--- src/inc/dimcm_pkg.sv ---
// Constants, field layouts and types of the dual interrupt mask and clear manager
// How it works
// - Each enable register masks terms onto its output; lower address is primary.
// - Enable bits sit at 23:20 and 11:8, matching status bits 23:20 and 11:8.
// - All enable bits are zero after reset.
// - Primary type field bits 1:0: hiz, push-pull, open-drain, pull-up; resets 11.
// - Secondary type field at bits 1:0, same encodings, resets to 11.
// - Both outputs are driven low when their masked OR is true and their type is not hiz.
// - FIFO term asserts when unread count reaches threshold field plus one.
// - Fast policy 0: term follows recovery, then holds until a status read.
// - Fast policy 1: read clears term; re-asserts only on a new entry.
// - Status read clears act on the 32nd serial clock edge of the read.
// - Beat policy 00 clears on status read, 01 on beat interval read.
// - Beat policy 10 self-clears one data-rate cycle after asserting.
// - Pulse policy 0 clears on status read, 1 after quarter cycle.
// - Pulse rate field picks every 1st, 2nd, 4th or 16th instant.
// - FIFO term stays until unread count falls below threshold.
// - Sample pulse raised on sampling instants, decimated by rate field.
package dimcm_pkg;
  // ****************************************
  // Register map
  // ****************************************
  localparam logic [6:0] ADDR_EN_PRI = 7'h02;
  localparam logic [6:0] ADDR_EN_SEC = 7'h03;
  localparam logic [6:0] ADDR_MNGR   = 7'h04;
  localparam int EN_HI_LSB    = 20;
  localparam int EN_LO_LSB    = 8;
  localparam int TYPE_LSB     = 0;
  localparam int THR_LSB      = 19;
  localparam int FAST_POL_BIT = 6;
  localparam int BEAT_POL_LSB = 4;
  localparam int PULSE_POL_BIT = 2;
  localparam int RATE_LSB     = 0;
  localparam logic [23:0] EN_USED   = 24'hF00F03;
  localparam logic [23:0] MNGR_USED = 24'hF80077;
  // ****************************************
  // Reset values
  // ****************************************
  localparam logic [3:0] RST_EN        = 4'h0;
  localparam logic [1:0] RST_TYPE      = 2'h3;
  localparam logic [4:0] RST_THR       = 5'h0F;
  localparam logic       RST_FAST_POL  = 1'b0;
  localparam logic [1:0] RST_BEAT_POL  = 2'h0;
  localparam logic       RST_PULSE_POL = 1'b1;
  localparam logic [1:0] RST_RATE      = 2'h0;
  // ****************************************
  // Term positions (status bits 23:20, 11:8)
  // ****************************************
  localparam int T_FIFO = 7;
  localparam int T_OVF  = 6;
  localparam int T_FAST = 5;
  localparam int T_LOFF = 4;
  localparam int T_LON  = 3;
  localparam int T_BEAT = 2;
  localparam int T_SAMPLE_PULSE_TERM = 1;
  localparam int T_PLL  = 0;
  // ****************************************
  // Timing
  // ****************************************
  localparam int CLK_MHZ        = 20;
  localparam int DATA_RATE_US   = 2000;
  localparam int DATA_RATE_CYC  = DATA_RATE_US * CLK_MHZ;
  localparam int PULSE_CYC      = DATA_RATE_CYC / 4;
  typedef enum logic [1:0] {DRV_HIZ, DRV_PUSH, DRV_OD, DRV_OD_PU} dimcm_drv_t;
  typedef enum logic [1:0] {
    BEAT_ON_STATUS, BEAT_ON_INTERVAL, BEAT_SELF, BEAT_RSVD
  } dimcm_beat_t;
endpackage

--- src/inc/dimcm_pin_if.sv ---
// Carrier between the term logic and one interrupt pin driver
`timescale 1ns/1ps
interface dimcm_pin_if;
  logic [7:0]           terms;
  logic [7:0]           mask;
  dimcm_pkg::dimcm_drv_t drvType;
  logic                 pinOut;
  logic                 pinOe;
  logic                 pinPullUp;
  modport ctrl (output terms, mask, drvType, input pinOut, pinOe, pinPullUp);
  modport drv  (input terms, mask, drvType, output pinOut, pinOe, pinPullUp);
endinterface

--- src/hw/dimcm_pin_drv.sv ---
// Masked OR of interrupt terms and active-low pin driver
`timescale 1ns/1ps
module dimcm_pin_drv (
  // Clock and reset
  input wire logic clk,
  input wire logic rstN,
  // Terms in, pin out
  dimcm_pin_if.drv pin
);
  logic anyActive;

  assign anyActive = |(pin.terms & pin.mask);

  // Open drain only ever pulls low, so its output value stays 0
  always_ff @(posedge clk or negedge rstN) begin
    if (!rstN) begin
      pin.pinOut    <= 1'b1;
      pin.pinOe     <= 1'b0;
      pin.pinPullUp <= 1'b1;
    end else begin
      case (pin.drvType)
        dimcm_pkg::DRV_HIZ: begin
          pin.pinOut <= 1'b1;
          pin.pinOe  <= 1'b0;
        end
        dimcm_pkg::DRV_PUSH: begin
          pin.pinOut <= ~anyActive;
          pin.pinOe  <= 1'b1;
        end
        default: begin
          pin.pinOut <= 1'b0;
          pin.pinOe  <= anyActive;
        end
      endcase
      pin.pinPullUp <= (pin.drvType == dimcm_pkg::DRV_OD_PU);
    end
  end

  chk_pin_low: assert property (@(posedge clk) disable iff (!rstN)
    anyActive && pin.drvType != dimcm_pkg::DRV_HIZ
      |=> !pin.pinOut && pin.pinOe)
    else $error("interrupt pin not driven low");
  chk_pin_idle: assert property (@(posedge clk) disable iff (!rstN)
    !anyActive && pin.drvType == dimcm_pkg::DRV_OD |=> !pin.pinOe)
    else $error("open drain pin driven while idle");
endmodule // dimcm_pin_drv

--- src/hw/dimcm_top.sv ---
// Interrupt enable, steering and clear-policy manager
`timescale 1ns/1ps
module dimcm_top #(
  parameter int unsigned DATA_RATE_CYC = dimcm_pkg::DATA_RATE_CYC,
  parameter int unsigned PULSE_CYC     = dimcm_pkg::PULSE_CYC
) (
  // Clock and reset
  input  wire logic       clk,
  input  wire logic       nrst,
  // Register access from the serial port logic
  input  wire logic       regWrite,
  input  wire logic       regRead,
  input  wire logic [6:0] regAddr,
  input  wire logic [23:0] regWdata,
  output logic      [23:0] regRdata,
  // Read completions, pulsed on the 32nd serial clock edge
  input  wire logic       statusReadDone,
  input  wire logic       beatReadDone,
  // Term sources
  input  wire logic [5:0] fifoCount,
  input  wire logic       fifoOverflow,
  input  wire logic       fastActive,
  input  wire logic       leadOff,
  input  wire logic       leadsOn,
  input  wire logic       beatEvent,
  input  wire logic       sampleInstant,
  input  wire logic       clockUnlock,
  // Term view for the status register
  output logic      [7:0] statusTerms,
  // Interrupt pins
  output logic            irqOutPrimaryN,
  output logic            irqOePrimary,
  output logic            irqPullUpPrimary,
  output logic            irqOutSecondaryN,
  output logic            irqOeSecondary,
  output logic            irqPullUpSecondary
);
  localparam int CW = $clog2(DATA_RATE_CYC + 1);

  if (PULSE_CYC < 1 || DATA_RATE_CYC <= PULSE_CYC) begin : g_bad_timing
    $error("pulse and data-rate counts unusable");
  end

  // ****************************************
  // Reset release
  // ****************************************
  logic [1:0] rstPipe_reg;
  logic       rstN;
  always_ff @(posedge clk or negedge nrst) begin
    if (!nrst) rstPipe_reg <= 2'h0;
    else       rstPipe_reg <= {rstPipe_reg[0], 1'b1};
  end
  assign rstN = rstPipe_reg[1];

  // ****************************************
  // Configuration registers
  // ****************************************
  logic [7:0]            enPri_reg;
  logic [7:0]            enSec_reg;
  dimcm_pkg::dimcm_drv_t typePri_reg;
  dimcm_pkg::dimcm_drv_t typeSec_reg;
  logic [4:0]            thr_reg;
  logic                  fastPol_reg;
  dimcm_pkg::dimcm_beat_t beatPol_reg;
  logic                  pulsePol_reg;
  logic [1:0]            rate_reg;
  logic [7:0]            wrEn;

  // Unused bit positions are simply never captured
  assign wrEn = {regWdata[dimcm_pkg::EN_HI_LSB +: 4],
                 regWdata[dimcm_pkg::EN_LO_LSB +: 4]};

  always_ff @(posedge clk or negedge rstN) begin
    if (!rstN) begin
      enPri_reg   <= {dimcm_pkg::RST_EN, dimcm_pkg::RST_EN};
      enSec_reg   <= {dimcm_pkg::RST_EN, dimcm_pkg::RST_EN};
      typePri_reg <= dimcm_pkg::dimcm_drv_t'(dimcm_pkg::RST_TYPE);
      typeSec_reg <= dimcm_pkg::dimcm_drv_t'(dimcm_pkg::RST_TYPE);
    end else if (regWrite) begin
      case (regAddr)
        dimcm_pkg::ADDR_EN_PRI: begin
          enPri_reg   <= wrEn;
          typePri_reg <= dimcm_pkg::dimcm_drv_t'(
                           regWdata[dimcm_pkg::TYPE_LSB +: 2]);
        end
        dimcm_pkg::ADDR_EN_SEC: begin
          enSec_reg   <= wrEn;
          typeSec_reg <= dimcm_pkg::dimcm_drv_t'(
                           regWdata[dimcm_pkg::TYPE_LSB +: 2]);
        end
        default: begin
        end
      endcase
    end
  end

  always_ff @(posedge clk or negedge rstN) begin
    if (!rstN) begin
      thr_reg      <= dimcm_pkg::RST_THR;
      fastPol_reg  <= dimcm_pkg::RST_FAST_POL;
      beatPol_reg  <= dimcm_pkg::dimcm_beat_t'(dimcm_pkg::RST_BEAT_POL);
      pulsePol_reg <= dimcm_pkg::RST_PULSE_POL;
      rate_reg     <= dimcm_pkg::RST_RATE;
    end else if (regWrite && regAddr == dimcm_pkg::ADDR_MNGR) begin
      thr_reg      <= regWdata[dimcm_pkg::THR_LSB +: 5];
      fastPol_reg  <= regWdata[dimcm_pkg::FAST_POL_BIT];
      beatPol_reg  <= dimcm_pkg::dimcm_beat_t'(
                        regWdata[dimcm_pkg::BEAT_POL_LSB +: 2]);
      pulsePol_reg <= regWdata[dimcm_pkg::PULSE_POL_BIT];
      rate_reg     <= regWdata[dimcm_pkg::RATE_LSB +: 2];
    end
  end

  // Read data; unmapped addresses answer zero
  always_ff @(posedge clk or negedge rstN) begin
    if (!rstN) begin
      regRdata <= 24'h000000;
    end else if (regRead) begin
      case (regAddr)
        dimcm_pkg::ADDR_EN_PRI:
          regRdata <= {enPri_reg[7:4], 8'h00, enPri_reg[3:0], 6'h00,
                       typePri_reg};
        dimcm_pkg::ADDR_EN_SEC:
          regRdata <= {enSec_reg[7:4], 8'h00, enSec_reg[3:0], 6'h00,
                       typeSec_reg};
        dimcm_pkg::ADDR_MNGR:
          regRdata <= {thr_reg, 11'h000, 1'b0, fastPol_reg, beatPol_reg,
                       1'b0, pulsePol_reg, rate_reg};
        default:
          regRdata <= 24'h000000;
      endcase
    end
  end

  // ****************************************
  // Interrupt terms
  // ****************************************
  logic [7:0]    terms_reg;
  logic          fastPrev_reg;
  logic [CW-1:0] beatCnt_reg;
  logic [CW-1:0] pulseCnt_reg;
  logic [3:0]    decim_reg;
  logic [3:0]    decimLast;
  logic          sampFire;
  logic          beatClr;
  logic          pulseClr;
  logic          beatDone;
  logic          pulseDone;
  logic [5:0]    thrCount;

  // Set always wins over a clear arriving in the same cycle
  function automatic logic holdNext(input logic src, input logic cur,
                                    input logic clr);
    holdNext = src | (cur & ~clr);
  endfunction

  assign thrCount  = {1'b0, thr_reg} + 6'h01;
  assign beatDone  = (beatCnt_reg == CW'(DATA_RATE_CYC - 1));
  assign pulseDone = (pulseCnt_reg == CW'(PULSE_CYC - 1));
  assign decimLast = (rate_reg == 2'h0) ? 4'h0 :
                     (rate_reg == 2'h1) ? 4'h1 :
                     (rate_reg == 2'h2) ? 4'h3 : 4'hF;
  assign sampFire  = sampleInstant && decim_reg >= decimLast;

  // Reserved beat policy falls back to clearing on status read
  always_comb begin
    case (beatPol_reg)
      dimcm_pkg::BEAT_ON_INTERVAL: beatClr = beatReadDone;
      dimcm_pkg::BEAT_SELF:        beatClr = beatDone;
      default:                     beatClr = statusReadDone;
    endcase
  end
  assign pulseClr = pulsePol_reg ? pulseDone : statusReadDone;

  always_ff @(posedge clk or negedge rstN) begin
    if (!rstN) begin
      terms_reg    <= 8'h00;
      fastPrev_reg <= 1'b0;
    end else begin
      fastPrev_reg <= fastActive;
      terms_reg[dimcm_pkg::T_FIFO] <= fifoCount >= thrCount;
      terms_reg[dimcm_pkg::T_OVF]  <= fifoOverflow;
      terms_reg[dimcm_pkg::T_FAST] <= holdNext(
        fastPol_reg ? (fastActive & ~fastPrev_reg) : fastActive,
        terms_reg[dimcm_pkg::T_FAST], statusReadDone);
      terms_reg[dimcm_pkg::T_LOFF] <= holdNext(leadOff,
        terms_reg[dimcm_pkg::T_LOFF], statusReadDone);
      terms_reg[dimcm_pkg::T_LON]  <= holdNext(leadsOn,
        terms_reg[dimcm_pkg::T_LON], statusReadDone);
      terms_reg[dimcm_pkg::T_PLL]  <= holdNext(clockUnlock,
        terms_reg[dimcm_pkg::T_PLL], statusReadDone);
      terms_reg[dimcm_pkg::T_BEAT] <= holdNext(beatEvent,
        terms_reg[dimcm_pkg::T_BEAT], beatClr);
      terms_reg[dimcm_pkg::T_SAMPLE_PULSE_TERM] <= holdNext(sampFire,
        terms_reg[dimcm_pkg::T_SAMPLE_PULSE_TERM], pulseClr);
    end
  end

  // Self-clear timers restart on every new event
  always_ff @(posedge clk or negedge rstN) begin
    if (!rstN) begin
      beatCnt_reg  <= '0;
      pulseCnt_reg <= '0;
    end else begin
      if (beatEvent || !terms_reg[dimcm_pkg::T_BEAT] || beatDone)
        beatCnt_reg <= '0;
      else
        beatCnt_reg <= beatCnt_reg + CW'(1);
      if (sampFire || !terms_reg[dimcm_pkg::T_SAMPLE_PULSE_TERM] || pulseDone)
        pulseCnt_reg <= '0;
      else
        pulseCnt_reg <= pulseCnt_reg + CW'(1);
    end
  end

  always_ff @(posedge clk or negedge rstN) begin
    if (!rstN)
      decim_reg <= 4'h0;
    else if (sampFire)
      decim_reg <= 4'h0;
    else if (sampleInstant)
      decim_reg <= decim_reg + 4'h1;
  end

  assign statusTerms = terms_reg;

  // ****************************************
  // Pin drivers
  // ****************************************
  dimcm_pin_if priIf ();
  dimcm_pin_if secIf ();
  assign priIf.terms   = terms_reg;
  assign priIf.mask    = enPri_reg;
  assign priIf.drvType = typePri_reg;
  assign secIf.terms   = terms_reg;
  assign secIf.mask    = enSec_reg;
  assign secIf.drvType = typeSec_reg;

  dimcm_pin_drv u_pri (.clk(clk), .rstN(rstN), .pin(priIf.drv));
  dimcm_pin_drv u_sec (.clk(clk), .rstN(rstN), .pin(secIf.drv));

  assign irqOutPrimaryN     = priIf.pinOut;
  assign irqOePrimary       = priIf.pinOe;
  assign irqPullUpPrimary   = priIf.pinPullUp;
  assign irqOutSecondaryN   = secIf.pinOut;
  assign irqOeSecondary     = secIf.pinOe;
  assign irqPullUpSecondary = secIf.pinPullUp;

  // ****************************************
  // Checks
  // ****************************************
  chk_reset_state: assert property (@(posedge clk)
    $rose(rstN) |-> enPri_reg == 8'h00 && enSec_reg == 8'h00
      && typePri_reg == dimcm_pkg::DRV_OD_PU
      && typeSec_reg == dimcm_pkg::DRV_OD_PU)
    else $error("bad reset state of enables");
  chk_enable_write: assert property (@(posedge clk) disable iff (!rstN)
    regWrite && regAddr == dimcm_pkg::ADDR_EN_SEC
      |=> enSec_reg == $past(wrEn) && enPri_reg == $past(enPri_reg))
    else $error("enable write misplaced");
  chk_fifo_level: assert property (@(posedge clk) disable iff (!rstN)
    ##1 terms_reg[dimcm_pkg::T_FIFO] == ($past(fifoCount) >= $past(thrCount)))
    else $error("fifo term wrong");
  chk_read_clear: assert property (@(posedge clk) disable iff (!rstN)
    statusReadDone && !leadOff |=> !terms_reg[dimcm_pkg::T_LOFF])
    else $error("lead-off term not cleared by read");
  chk_fast_hold: assert property (@(posedge clk) disable iff (!rstN)
    !fastPol_reg && fastActive |=> terms_reg[dimcm_pkg::T_FAST])
    else $error("fast term dropped while engaged");
  chk_fast_rearm: assert property (@(posedge clk) disable iff (!rstN)
    fastPol_reg && !terms_reg[dimcm_pkg::T_FAST] && fastPrev_reg
      && fastActive |=> !terms_reg[dimcm_pkg::T_FAST])
    else $error("fast term re-asserted without new entry");
  chk_beat_self: assert property (@(posedge clk) disable iff (!rstN)
    beatPol_reg == dimcm_pkg::BEAT_SELF && beatDone && !beatEvent
      |=> !terms_reg[dimcm_pkg::T_BEAT])
    else $error("beat term did not self-clear");
  chk_pulse_rate: assert property (@(posedge clk) disable iff (!rstN)
    $rose(terms_reg[dimcm_pkg::T_SAMPLE_PULSE_TERM]) && $past(rate_reg) == 2'h3
      |-> $past(sampleInstant) && $past(decim_reg) == 4'hF)
    else $error("sample pulse decimation wrong");
  chk_unused_zero: assert property (@(posedge clk) disable iff (!rstN)
    $past(regRead) |-> (regRdata
      & ~(($past(regAddr) == dimcm_pkg::ADDR_MNGR) ? dimcm_pkg::MNGR_USED
                                                   : dimcm_pkg::EN_USED))
      == 24'h000000)
    else $error("unused bits read nonzero");
endmodule // dimcm_top

--- config.mk ---
export PLATFORM = sky130hd
export DESIGN_NAME = dimcm_top
export DESIGN_NICKNAME = d
export VERILOG_FILES = /design/src/inc/dimcm_pkg.sv /design/src/inc/dimcm_pin_if.sv /design/src/hw/dimcm_pin_drv.sv /design/src/hw/dimcm_top.sv
export SDC_FILE = /design/constraint.sdc
export NUM_CORES = 1
export LEC_CHECK = 0
export BUFFER_PORTS_ARGS = -buffer_cell sky130_fd_sc_hd__buf_2
export CORE_UTILIZATION = 45
export CTS_CLUSTER_DIAMETER = 200
export DETAILED_ROUTE_END_ITERATION = 8
export MAX_ROUTING_LAYER = met4
export PLACE_DENSITY = 0.78
export SETUP_SLACK_MARGIN = 0.1
export SYNTH_ARGS = -nofsm -noshare
export SYNTH_HDL_FRONTEND = slang
export SYNTH_SLANG_ARGS = --single-unit
--- constraint.sdc ---
create_clock -name clk -period 3.6 [get_ports clk]
set_input_delay 0.9 -clock clk [delete_from_list [all_inputs] [get_ports clk]]
set_output_delay 0.9 -clock clk [all_outputs]
set_load 0.005 [all_outputs]
== Yosys cells after proc, flatten, opt, wreduce, memory -nomap -nowiden ==
Cells that the tools add are included.
Word-level totals
  output and inout bits: 38
  register bits: 108
Operators by class
  bitwise gates (word level): 21
  add/subtract/negate cells: 4
  reductions and logical operators: 16
  magnitude comparators: 2
  multiplexer cells: 15
  equal/unequal tests: 13
Operators by type and width (number)
  one-hot mux 24 bit (3 select lines): 1
  adder 16 x 1 -> 16 bit, second input constant: 2
  two-way mux 16 bit: 2
  two-way mux 4 bit: 5
  AND 8 bit: 2
  == test 16 x 14 -> 1 bit, second input constant: 1
  == test 16 bit, second input constant: 1
  OR reduction 8 bit: 2
  == test 7 x 2 -> 1 bit, second input constant: 2
  one-hot mux 1 bit (2 select lines): 5
  == test 2 x 1 -> 1 bit, second input constant: 4
  == test 2 bit, second input constant: 4
  AND 1 bit: 7
  == test 7 x 3 -> 1 bit, second input constant: 1
  adder 5 x 1 -> 6 bit, second input constant: 1
  greater-or-equal comparator 6 bit: 1
  logical NOT 2 bit: 3
  NOT 1 bit: 6
  bitwise OR 1 bit: 6
  adder 4 x 1 -> 4 bit, second input constant: 1
  greater-or-equal comparator 4 bit: 1
  logical OR 1 bit: 4
  AND reduction 2 bit: 2
  logical AND 1 bit: 2
  other kinds (3): 5

== Logic depth before layout (Yosys ltp) ==
Gate-level depths: netlist (run 1).
  word-level depth: 9
  depth in mapped cells: 8
  mapped depth without buffers: 7

== By module ==
Synthesis (run 1) repeated with hierarchy kept, for this count alone.
Second synthesis, totals
  cell total of the unflattened synthesis: 417
  area total of the unflattened synthesis: 4718.3 µm²
Modules (own cells, without submodules)
  dimcm_top: seq. area each 2338.5 µm², area each 4428.0 µm², cells an instance 395, instances 1
  dimcm_pin_drv: seq. area each 77.6 µm², area each 145.1 µm², cells an instance 11, instances 2

== Worst setup path before layout (run 1) ==
No wires, ideal clock.
  path type: input port to flip-flop
  start point: in regAddr[0]
  end point: reg thr_reg[2]
  data arrival time: 2.140 ns
  slack: 1.378 ns
  stages: 6
  cell sequence: buf_2 nor3b_4 and4b_1 buf_2 buf_4 mux2_2
Between the ends
  word-level cells in the longest chain between the ends: 2
Ends and longest elaborated chain
  from (decl): RTL line dimcm_top.sv:13  | input wire logic [6:0] regAddr,
  == test 7 x 3 -> 1 bit: RTL line dimcm_top.sv:104  | end else if (regWrite && regAddr == dimcm_pkg::ADDR_MNGR) begin
  logical AND 1 bit: RTL line dimcm_top.sv:104
  to (signal assigned): RTL line dimcm_top.sv:99  | thr_reg <= dimcm_pkg::RST_THR;
  to (signal assigned): RTL line dimcm_top.sv:105  | thr_reg <= regWdata[dimcm_pkg::THR_LSB +: 5];
  to (decl): RTL line dimcm_top.sv:62  | logic [4:0] thr_reg;
Every way passes these cells.
A chain may end at the register's enable or synchronous reset.

== Worst setup path after layout (run 1) ==
  start point: in regAddr[1]
  end point: reg enSec_reg[3]
Between the ends
  word-level cells in the longest chain between the ends: 2
Ends and longest elaborated chain
  == test 7 x 2 -> 1 bit: RTL line dimcm_top.sv:80  | case (regAddr)
  AND reduction 2 bit (no source line)
  to (signal assigned): RTL line dimcm_top.sv:76  | enSec_reg <= {dimcm_pkg::RST_EN, dimcm_pkg::RST_EN};
  to (signal assigned): RTL line dimcm_top.sv:87  | enSec_reg <= wrEn;
  to (decl): RTL line dimcm_top.sv:59  | logic [7:0] enSec_reg;
Every way passes these cells.

==> results of run 1 <==
==> per-stage QoR <==
| stage | total power, mW | util (%) | std cells |
|---|---|---|---|
| floorplan | 1.55 | - | 414 |
| global placement | 1.65 | 51.5 | 599 |
| detailed placement | 1.67 | 51.5 | 599 |
| CTS | 2.39 | 53.5 | 615 |
| global route | 2.49 | 53.5 | 615 |
| finish | 2.37 | 53.5 | 615 |
==> worst paths after layout <==
check | slack (ns) | endpoint | cells after the start | startpoint
max reg2reg | 1.51 | pulseCnt_reg[13]$_DFF_PN0_ | 6 | rate_reg[0]$_DFFE_PN0P_
min | 0.29 | rstPipe_reg[1]$_DFF_PN0_ | 1 | nrst
min reg2reg | 0.36 | rstPipe_reg[1]$_DFF_PN0_ | 0 | rstPipe_reg[0]$_DFF_PN0_
min in group clk | 0.36 | rstPipe_reg[1]$_DFF_PN0_ | 0 | rstPipe_reg[0]$_DFF_PN0_
max | 1.29 | enSec_reg[3]$_DFFE_PN0P_ | 5 | regAddr[1]
max in group asynchronous | 2.34 | u_pri.pin.pinPullUp$_DFF_PN1_ | 1 | rstPipe_reg[1]$_DFF_PN0_
==> kinds of logic (layout without fill, tap and decap cells) <==
kind of cell | after synthesis | count (layout) | share of synthesized area [%]
AND/OR/NAND/NOR | 134 | 134 | 15.1
flip-flops | 99 | 99 | 53.4
AO/OA/AOI/OAI | 58 | 58 | 9.17
multiplexers | 35 | 35 | 8.31
XOR/XNOR | 31 | 31 | 5.82
buffers and inverters | 31 | 99 | 3.70
adder cells (fa/ha/maj) | 16 | 16 | 4.29
other | 2 | 10 | 0.161
==> area by class of cell <==
| class | instances | area, um2 | area share, % |
|---|---|---|---|
| clock buffers | 10 | 128 | 2.41 |
| clock inverters | 6 | 72.6 | 1.37 |
| inverters | 12 | 45.0 | 0.850 |
| multi-input cells | 284 | 2030 | 38.3 |
| flip-flops and latches | 99 | 2500 | 47.1 |
| well taps | 133 | 166 | 3.14 |
| repair buffers | 71 | 360 | 6.80 |
==> cell usage after synthesis (12+ instances only) <==
cell,n
ha_1,16
dfstp_2,13
xnor2_1,16
dfrtp_1,86
nand2_1,22
a22oi_1,14
mux2_2,30
nand3_1,16
buf_4,12
nor2_1,48
inv_1,12
xor2_1,15
==> critical path, delay by kind of cell <==
family,cells,cell delay (ns)
muxes,1,0.40
and+or+nand+nor,3,1.12
buffers and inverters,1,0.14
==> per-layer routing <==
| metal | global-route usage (%) | vias up | part of all wire (%) |
|---|---|---|---|
| met5 | - | - | 0 |
| met4 | 7.65 | 0 | 2.3 |
| met3 | 3.15 | 19 | 4.0 |
| met2 | 32.6 | 96 | 50 |
| met1 | 24.1 | 1624 | 44 |
| li1 | - | 1560 | - |
==> where the power goes <==
| group | total (mW) | internal, mW | switching [mW] |
|---|---|---|---|
| clock network | 0.721 | 0.329 | 0.392 |
| logic | 0.356 | 0.163 | 0.193 |
| registers | 1.30 | 1.20 | 0.0952 |
==> flow_metrics.tcl, run 1 <==
set metrics [dict create \
    ctsHoldBuffers 0 \
    ir_drop_v 0.000241 \
    place_ws_ns 0.961 \
    worst-setup-path-type "input port to flop" \
    grt_max_degree 61 \
    dieHeight_um 104 \
    insertion_delay_ns 0.37 \
    critPathCaptureType "flop" \
    cts_tree "yes" \
    synth.largest_area_cell "dfrtp_1" \
    setup_viol 0 \
    max-slew-margin-rel_pct 49.7 \
    syn_inst 406 \
    syn-cell-area_mm2 0.00467 \
    crit_slowest_cell "and4b_1" \
    drcViolationCount 0 \
    seq_area_frac_synth_pct 53.4 \
    place.gp.congestion 0.812 \
    fill_cells 889 \
    drv_cap 0 \
    final_area_mm2 0.00530 \
    yosysWarnings 0 \
    ctsRootBufferMaster "clkbuf_8" \
    cp.required_ns 3.86 \
    post_cts_buffers 0 \
    h-tree-depth 3 \
    initial_core_util_pct 47.1 \
    antenna_found_initial 0 \
    layout_min_cycle_time_ns 2.31 \
    wire_per_inst_um 15.7 \
    layout.cells.most_common "dfrtp_1" \
    max_stage_delay_ns 0.59 \
    placementRows 36 \
    io_buffers 69 \
    vias 3299 \
    arrival_ns 2.56 \
    whs_ns 0.292 \
    finalClockSkew_ns 0.0127 \
    p_leak_nw 2.54 \
    hold_class "input port to asynchronous set/reset pin" \
    synth-main-ff-cell "dfrtp_1" \
    synth_edf_count 0 \
    worst_pin_slew_ns 0.755 \
    hold_violations 0 \
    synth.top_cell.area_share_pct 46.1 \
    worstPathMaxFanout 10 \
    fin_tns_setup_ns 0 \
    fin_crit_sh_pct 64.1 \
    wl_mm 9.67 \
    syn2layout_area_growth_pct 13.6 \
    design.die.area_mm2 0.0108 \
    startpoint_type "input port" \
    numCtsBuffers 9 \
    grt_setup_unrepaired "no" \
    layout_setup_ws_ns 1.29 \
    antenna_cells 0 \
    clock_path_buffers 2 \
    grt.total_usage_pct 19.6 \
    layout_common_cells "dfrtp_1 (85), buf_2 (69), nor2_1 (48)" \
    ant_nets 0 \
    max_freq_mhz 433 \
    final_max_slew_viol_count 0 \
    vias_per_cell 5.36 \
    drive_gt1_share_pct 29.3 \
    status "complete, no violations" \
    drt-pass1-iter-count 4 \
    synth_area_leaders "dfrtp_1 (46%), dfstp_2 (7.3%), mux2_2 (7.2%), ha_1 (4.3%), nor2_1 (3.9%)" \
    cts.sinks 99 \
    core_mm2 0.00991 \
    synth_cell_types 47 \
    async_flop_share_pct 100 \
    synth_seq_cells 99 \
    post_cts_resized 0 \
    dpl_cell_area_mm2 0.00510 \
    syn_area_per_cell_um2 11.5 \
    die_x_um 104 \
    pin_count 88 \
    grt-ovfl-total 0 \
    grt_pass1_wl_mm 16.1 \
    path_cells "buf_2 -> nor2b_4 -> and2_1 -> and4b_1 -> mux2_2" \
    clkTransAtPathRegs_ns 0.10 \
    drtIter0Drc 127 \
    p_per_area_mw_per_mm2 448 \
    hpwl_mm 7.20 \
    nets 543 \
    grt_pass1_vias 3298 \
]
(Power assumes the default switching activity.)
==> run 2, diff against run 1 <==
PLACE_DENSITY = 0.81   (was 0.78)
clock period = 1.94 ns   (was 3.6 ns; I/O delays follow)
==> run 2 against run 1 <==
Flip-flop and latch count unchanged. Worst hold slack worse by 0.078 ns. Die area stayed put. Worst setup slack got worse by 1.2 ns. Critical path type is now flop to flop. Highest routed layer unchanged.
==> flow_metrics.tcl, run 2 (synthesis results as in run 1) <==
set metrics [dict create \
    hold_violations 0 \
    vias_per_cell 5.35 \
    worst-setup-path-type "flop to flop" \
    layout_common_cells "dfrtp_1 (85), buf_2 (69), nor2_1 (45)" \
    wire_per_inst_um 16.0 \
    ir_drop_v 0.000543 \
    cts_tree "yes" \
    numCtsBuffers 9 \
    wl_mm 10.2 \
    hold_class "input port to flop" \
    arrival_ns 2.07 \
    hp-start "fifoOverflow" \
    final_max_slew_viol_count 0 \
    antenna_found_initial 0 \
    h-tree-depth 3 \
    fill_cells 847 \
    place.gp.congestion 0.855 \
    grt_setup_unrepaired "yes" \
    fin_crit_sh_pct 92.8 \
    setup_viol 0 \
    route.met3.wl_um 458 \
    multi_input_area_mm2 0.00212 \
    placed_cells 613 \
    grt_pass1_wl_mm 16.8 \
    nets 564 \
    cp-startpoint "beatCnt_reg[7]$_DFF_PN0_" \
    finalClockSkew_ns 0.0125 \
    grt-ovfl-total 0 \
    design.die.area_mm2 0.0108 \
    regArea_mm2 0.00250 \
    layout.cells.most_common "dfrtp_1" \
    wl_met2_mm 5.15 \
    grt.total_usage_pct 20.5 \
    intPower_mw 3.24 \
    pin_count 88 \
    insertion_delay_ns 0.38 \
    antenna_cells 0 \
    drv_cap 0 \
    drive_gt1_share_pct 34.6 \
    ctsRootBufferMaster "clkbuf_8" \
    p_per_area_mw_per_mm2 825 \
    status "complete, no violations" \
    max-slew-margin-rel_pct 63.1 \
    top_layer_used "met4" \
    drcViolationCount 0 \
    io_buffers 69 \
    swShare_pct 29.7 \
    p_comb_share_pct 17.7 \
    startpoint_type "flop" \
    worstPathMaxFanout 3 \
    core_mm2 0.00991 \
    placementRows 36 \
    fin_cells 636 \
    p_clk_share_pct 30.1 \
    dieHeight_um 104 \
    die_x_um 104 \
    layout_min_cycle_time_ns 1.80 \
    syn2layout_area_growth_pct 19.7 \
    clkTransAtPathRegs_ns 0.10 \
    grt_max_degree 37 \
    clock_path_buffers 2 \
    worst_pin_slew_ns 0.553 \
    drtIter0Drc 168 \
    cts.sinks 99 \
    p_switching_mw 1.37 \
    wl_met1_mm 4.35 \
    p_seq_share_pct 52.2 \
    vias 3405 \
    initial_core_util_pct 47.1 \
    p_total_mw 4.61 \
    drt-pass1-iter-count 4 \
    critPathCaptureType "flop" \
    ant_nets 0 \
    max_freq_mhz 556 \
    grt_pass1_vias 3407 \
    hpwl_mm 7.64 \
    p_leak_nw 2.68 \
    rr_startpoint "beatCnt_reg[7]$_DFF_PN0_" \
    cp.required_ns 2.21 \
]
run 2: changes by cell type in the layout (fill, tap and decap cells not counted), moves of 2 or more:
cell      before  now
nand2_1       22   20
buf_12         0    3
nor2_1        48   45
nor2_2         0    3
a21oi_1        5    3
buf_4          2   17
nand3b_4       0    2
a21oi_2        0    2
nand2_2        0    2
o21ai_0       10    8
run 2: final timing paths:
check,end,slack [ns],cells past startpoint
worst max-delay path,statusTerms[2]$_DFF_PN0_,0.14,5
worst min register to register,enPri_reg[0]$_DFFE_PN0P_,0.31,0
worst max register to register,statusTerms[2]$_DFF_PN0_,0.14,5
min in group asynchronous,enPri_reg[0]$_DFFE_PN0P_,0.31,0
worst min-delay path,statusTerms[6]$_DFF_PN0_,0.21,1
max in group asynchronous,u_pri.pin.pinOut$_DFF_PN1_,1.01,1
run 2: power by group through the flow:
stage	registers, mW	clock network, mW	logic [mW]
floorplan	2.40	0	0.469
global placement	2.43	0	0.685
detailed placement	2.44	0	0.725
CTS	2.40	1.41	0.750
global route	2.43	1.49	0.920
finish	2.40	1.39	0.818
run 2: repair_timing:
item | 4_1_cts | 5_1_grt
buffers inserted | 0 | 5
hold endpoints to repair | 2 | 0
gates resized for setup | 3 | 15
hold buffers | 1 | 0
cloned | 0 | 1
pin swaps | 0 | 5
endpoints found under the setup margin | 10 | 33
run 2: routing by layer:
metal	up-vias	GRT usage [%]
met3	18	3.40
li1	1593	-
met1	1694	25.4
met2	100	33.3
met5	-	-
met4	0	8.98
run 2: cell type report:
class / count / share of cell area [%]
well taps: 133 / 2.98
repair buffers: 91 / 9.92
flip-flops and latches: 99 / 44.7
multi-input cells: 285 / 37.9
clock inverters: 7 / 1.48
clock buffers: 9 / 2.22
inverters: 12 / 0.806
run 2: stage by stage:
| stage | hold WS [ns] | setup slack (ns) | utilization [%] | area (um2) | setup TNS, ns |
|---|---|---|---|---|---|
| floorplan | 0.189 | 0.133 | - | 4700 | 0 |
| detailed placement | 0.273 | -0.0369 | 52.9 | 5240 | -0.0369 |
| global route | 0.203 | 0.0948 | 56.4 | 5590 | 0 |
| global placement | 0.272 | 0.115 | 52.9 | 5240 | 0 |
| finish | 0.214 | 0.140 | 56.4 | 5590 | 0 |
| CTS | 0.205 | 0.136 | 55.2 | 5470 | 0 |
run 2: worst max-delay path, stage by stage (launching register included):
cell and delay (ns):
dfrtp_1 0.42, or4b_4 0.54, nor4_4 0.28, a41o_1 0.22, mux2i_1 0.07, a21o_1 0.17
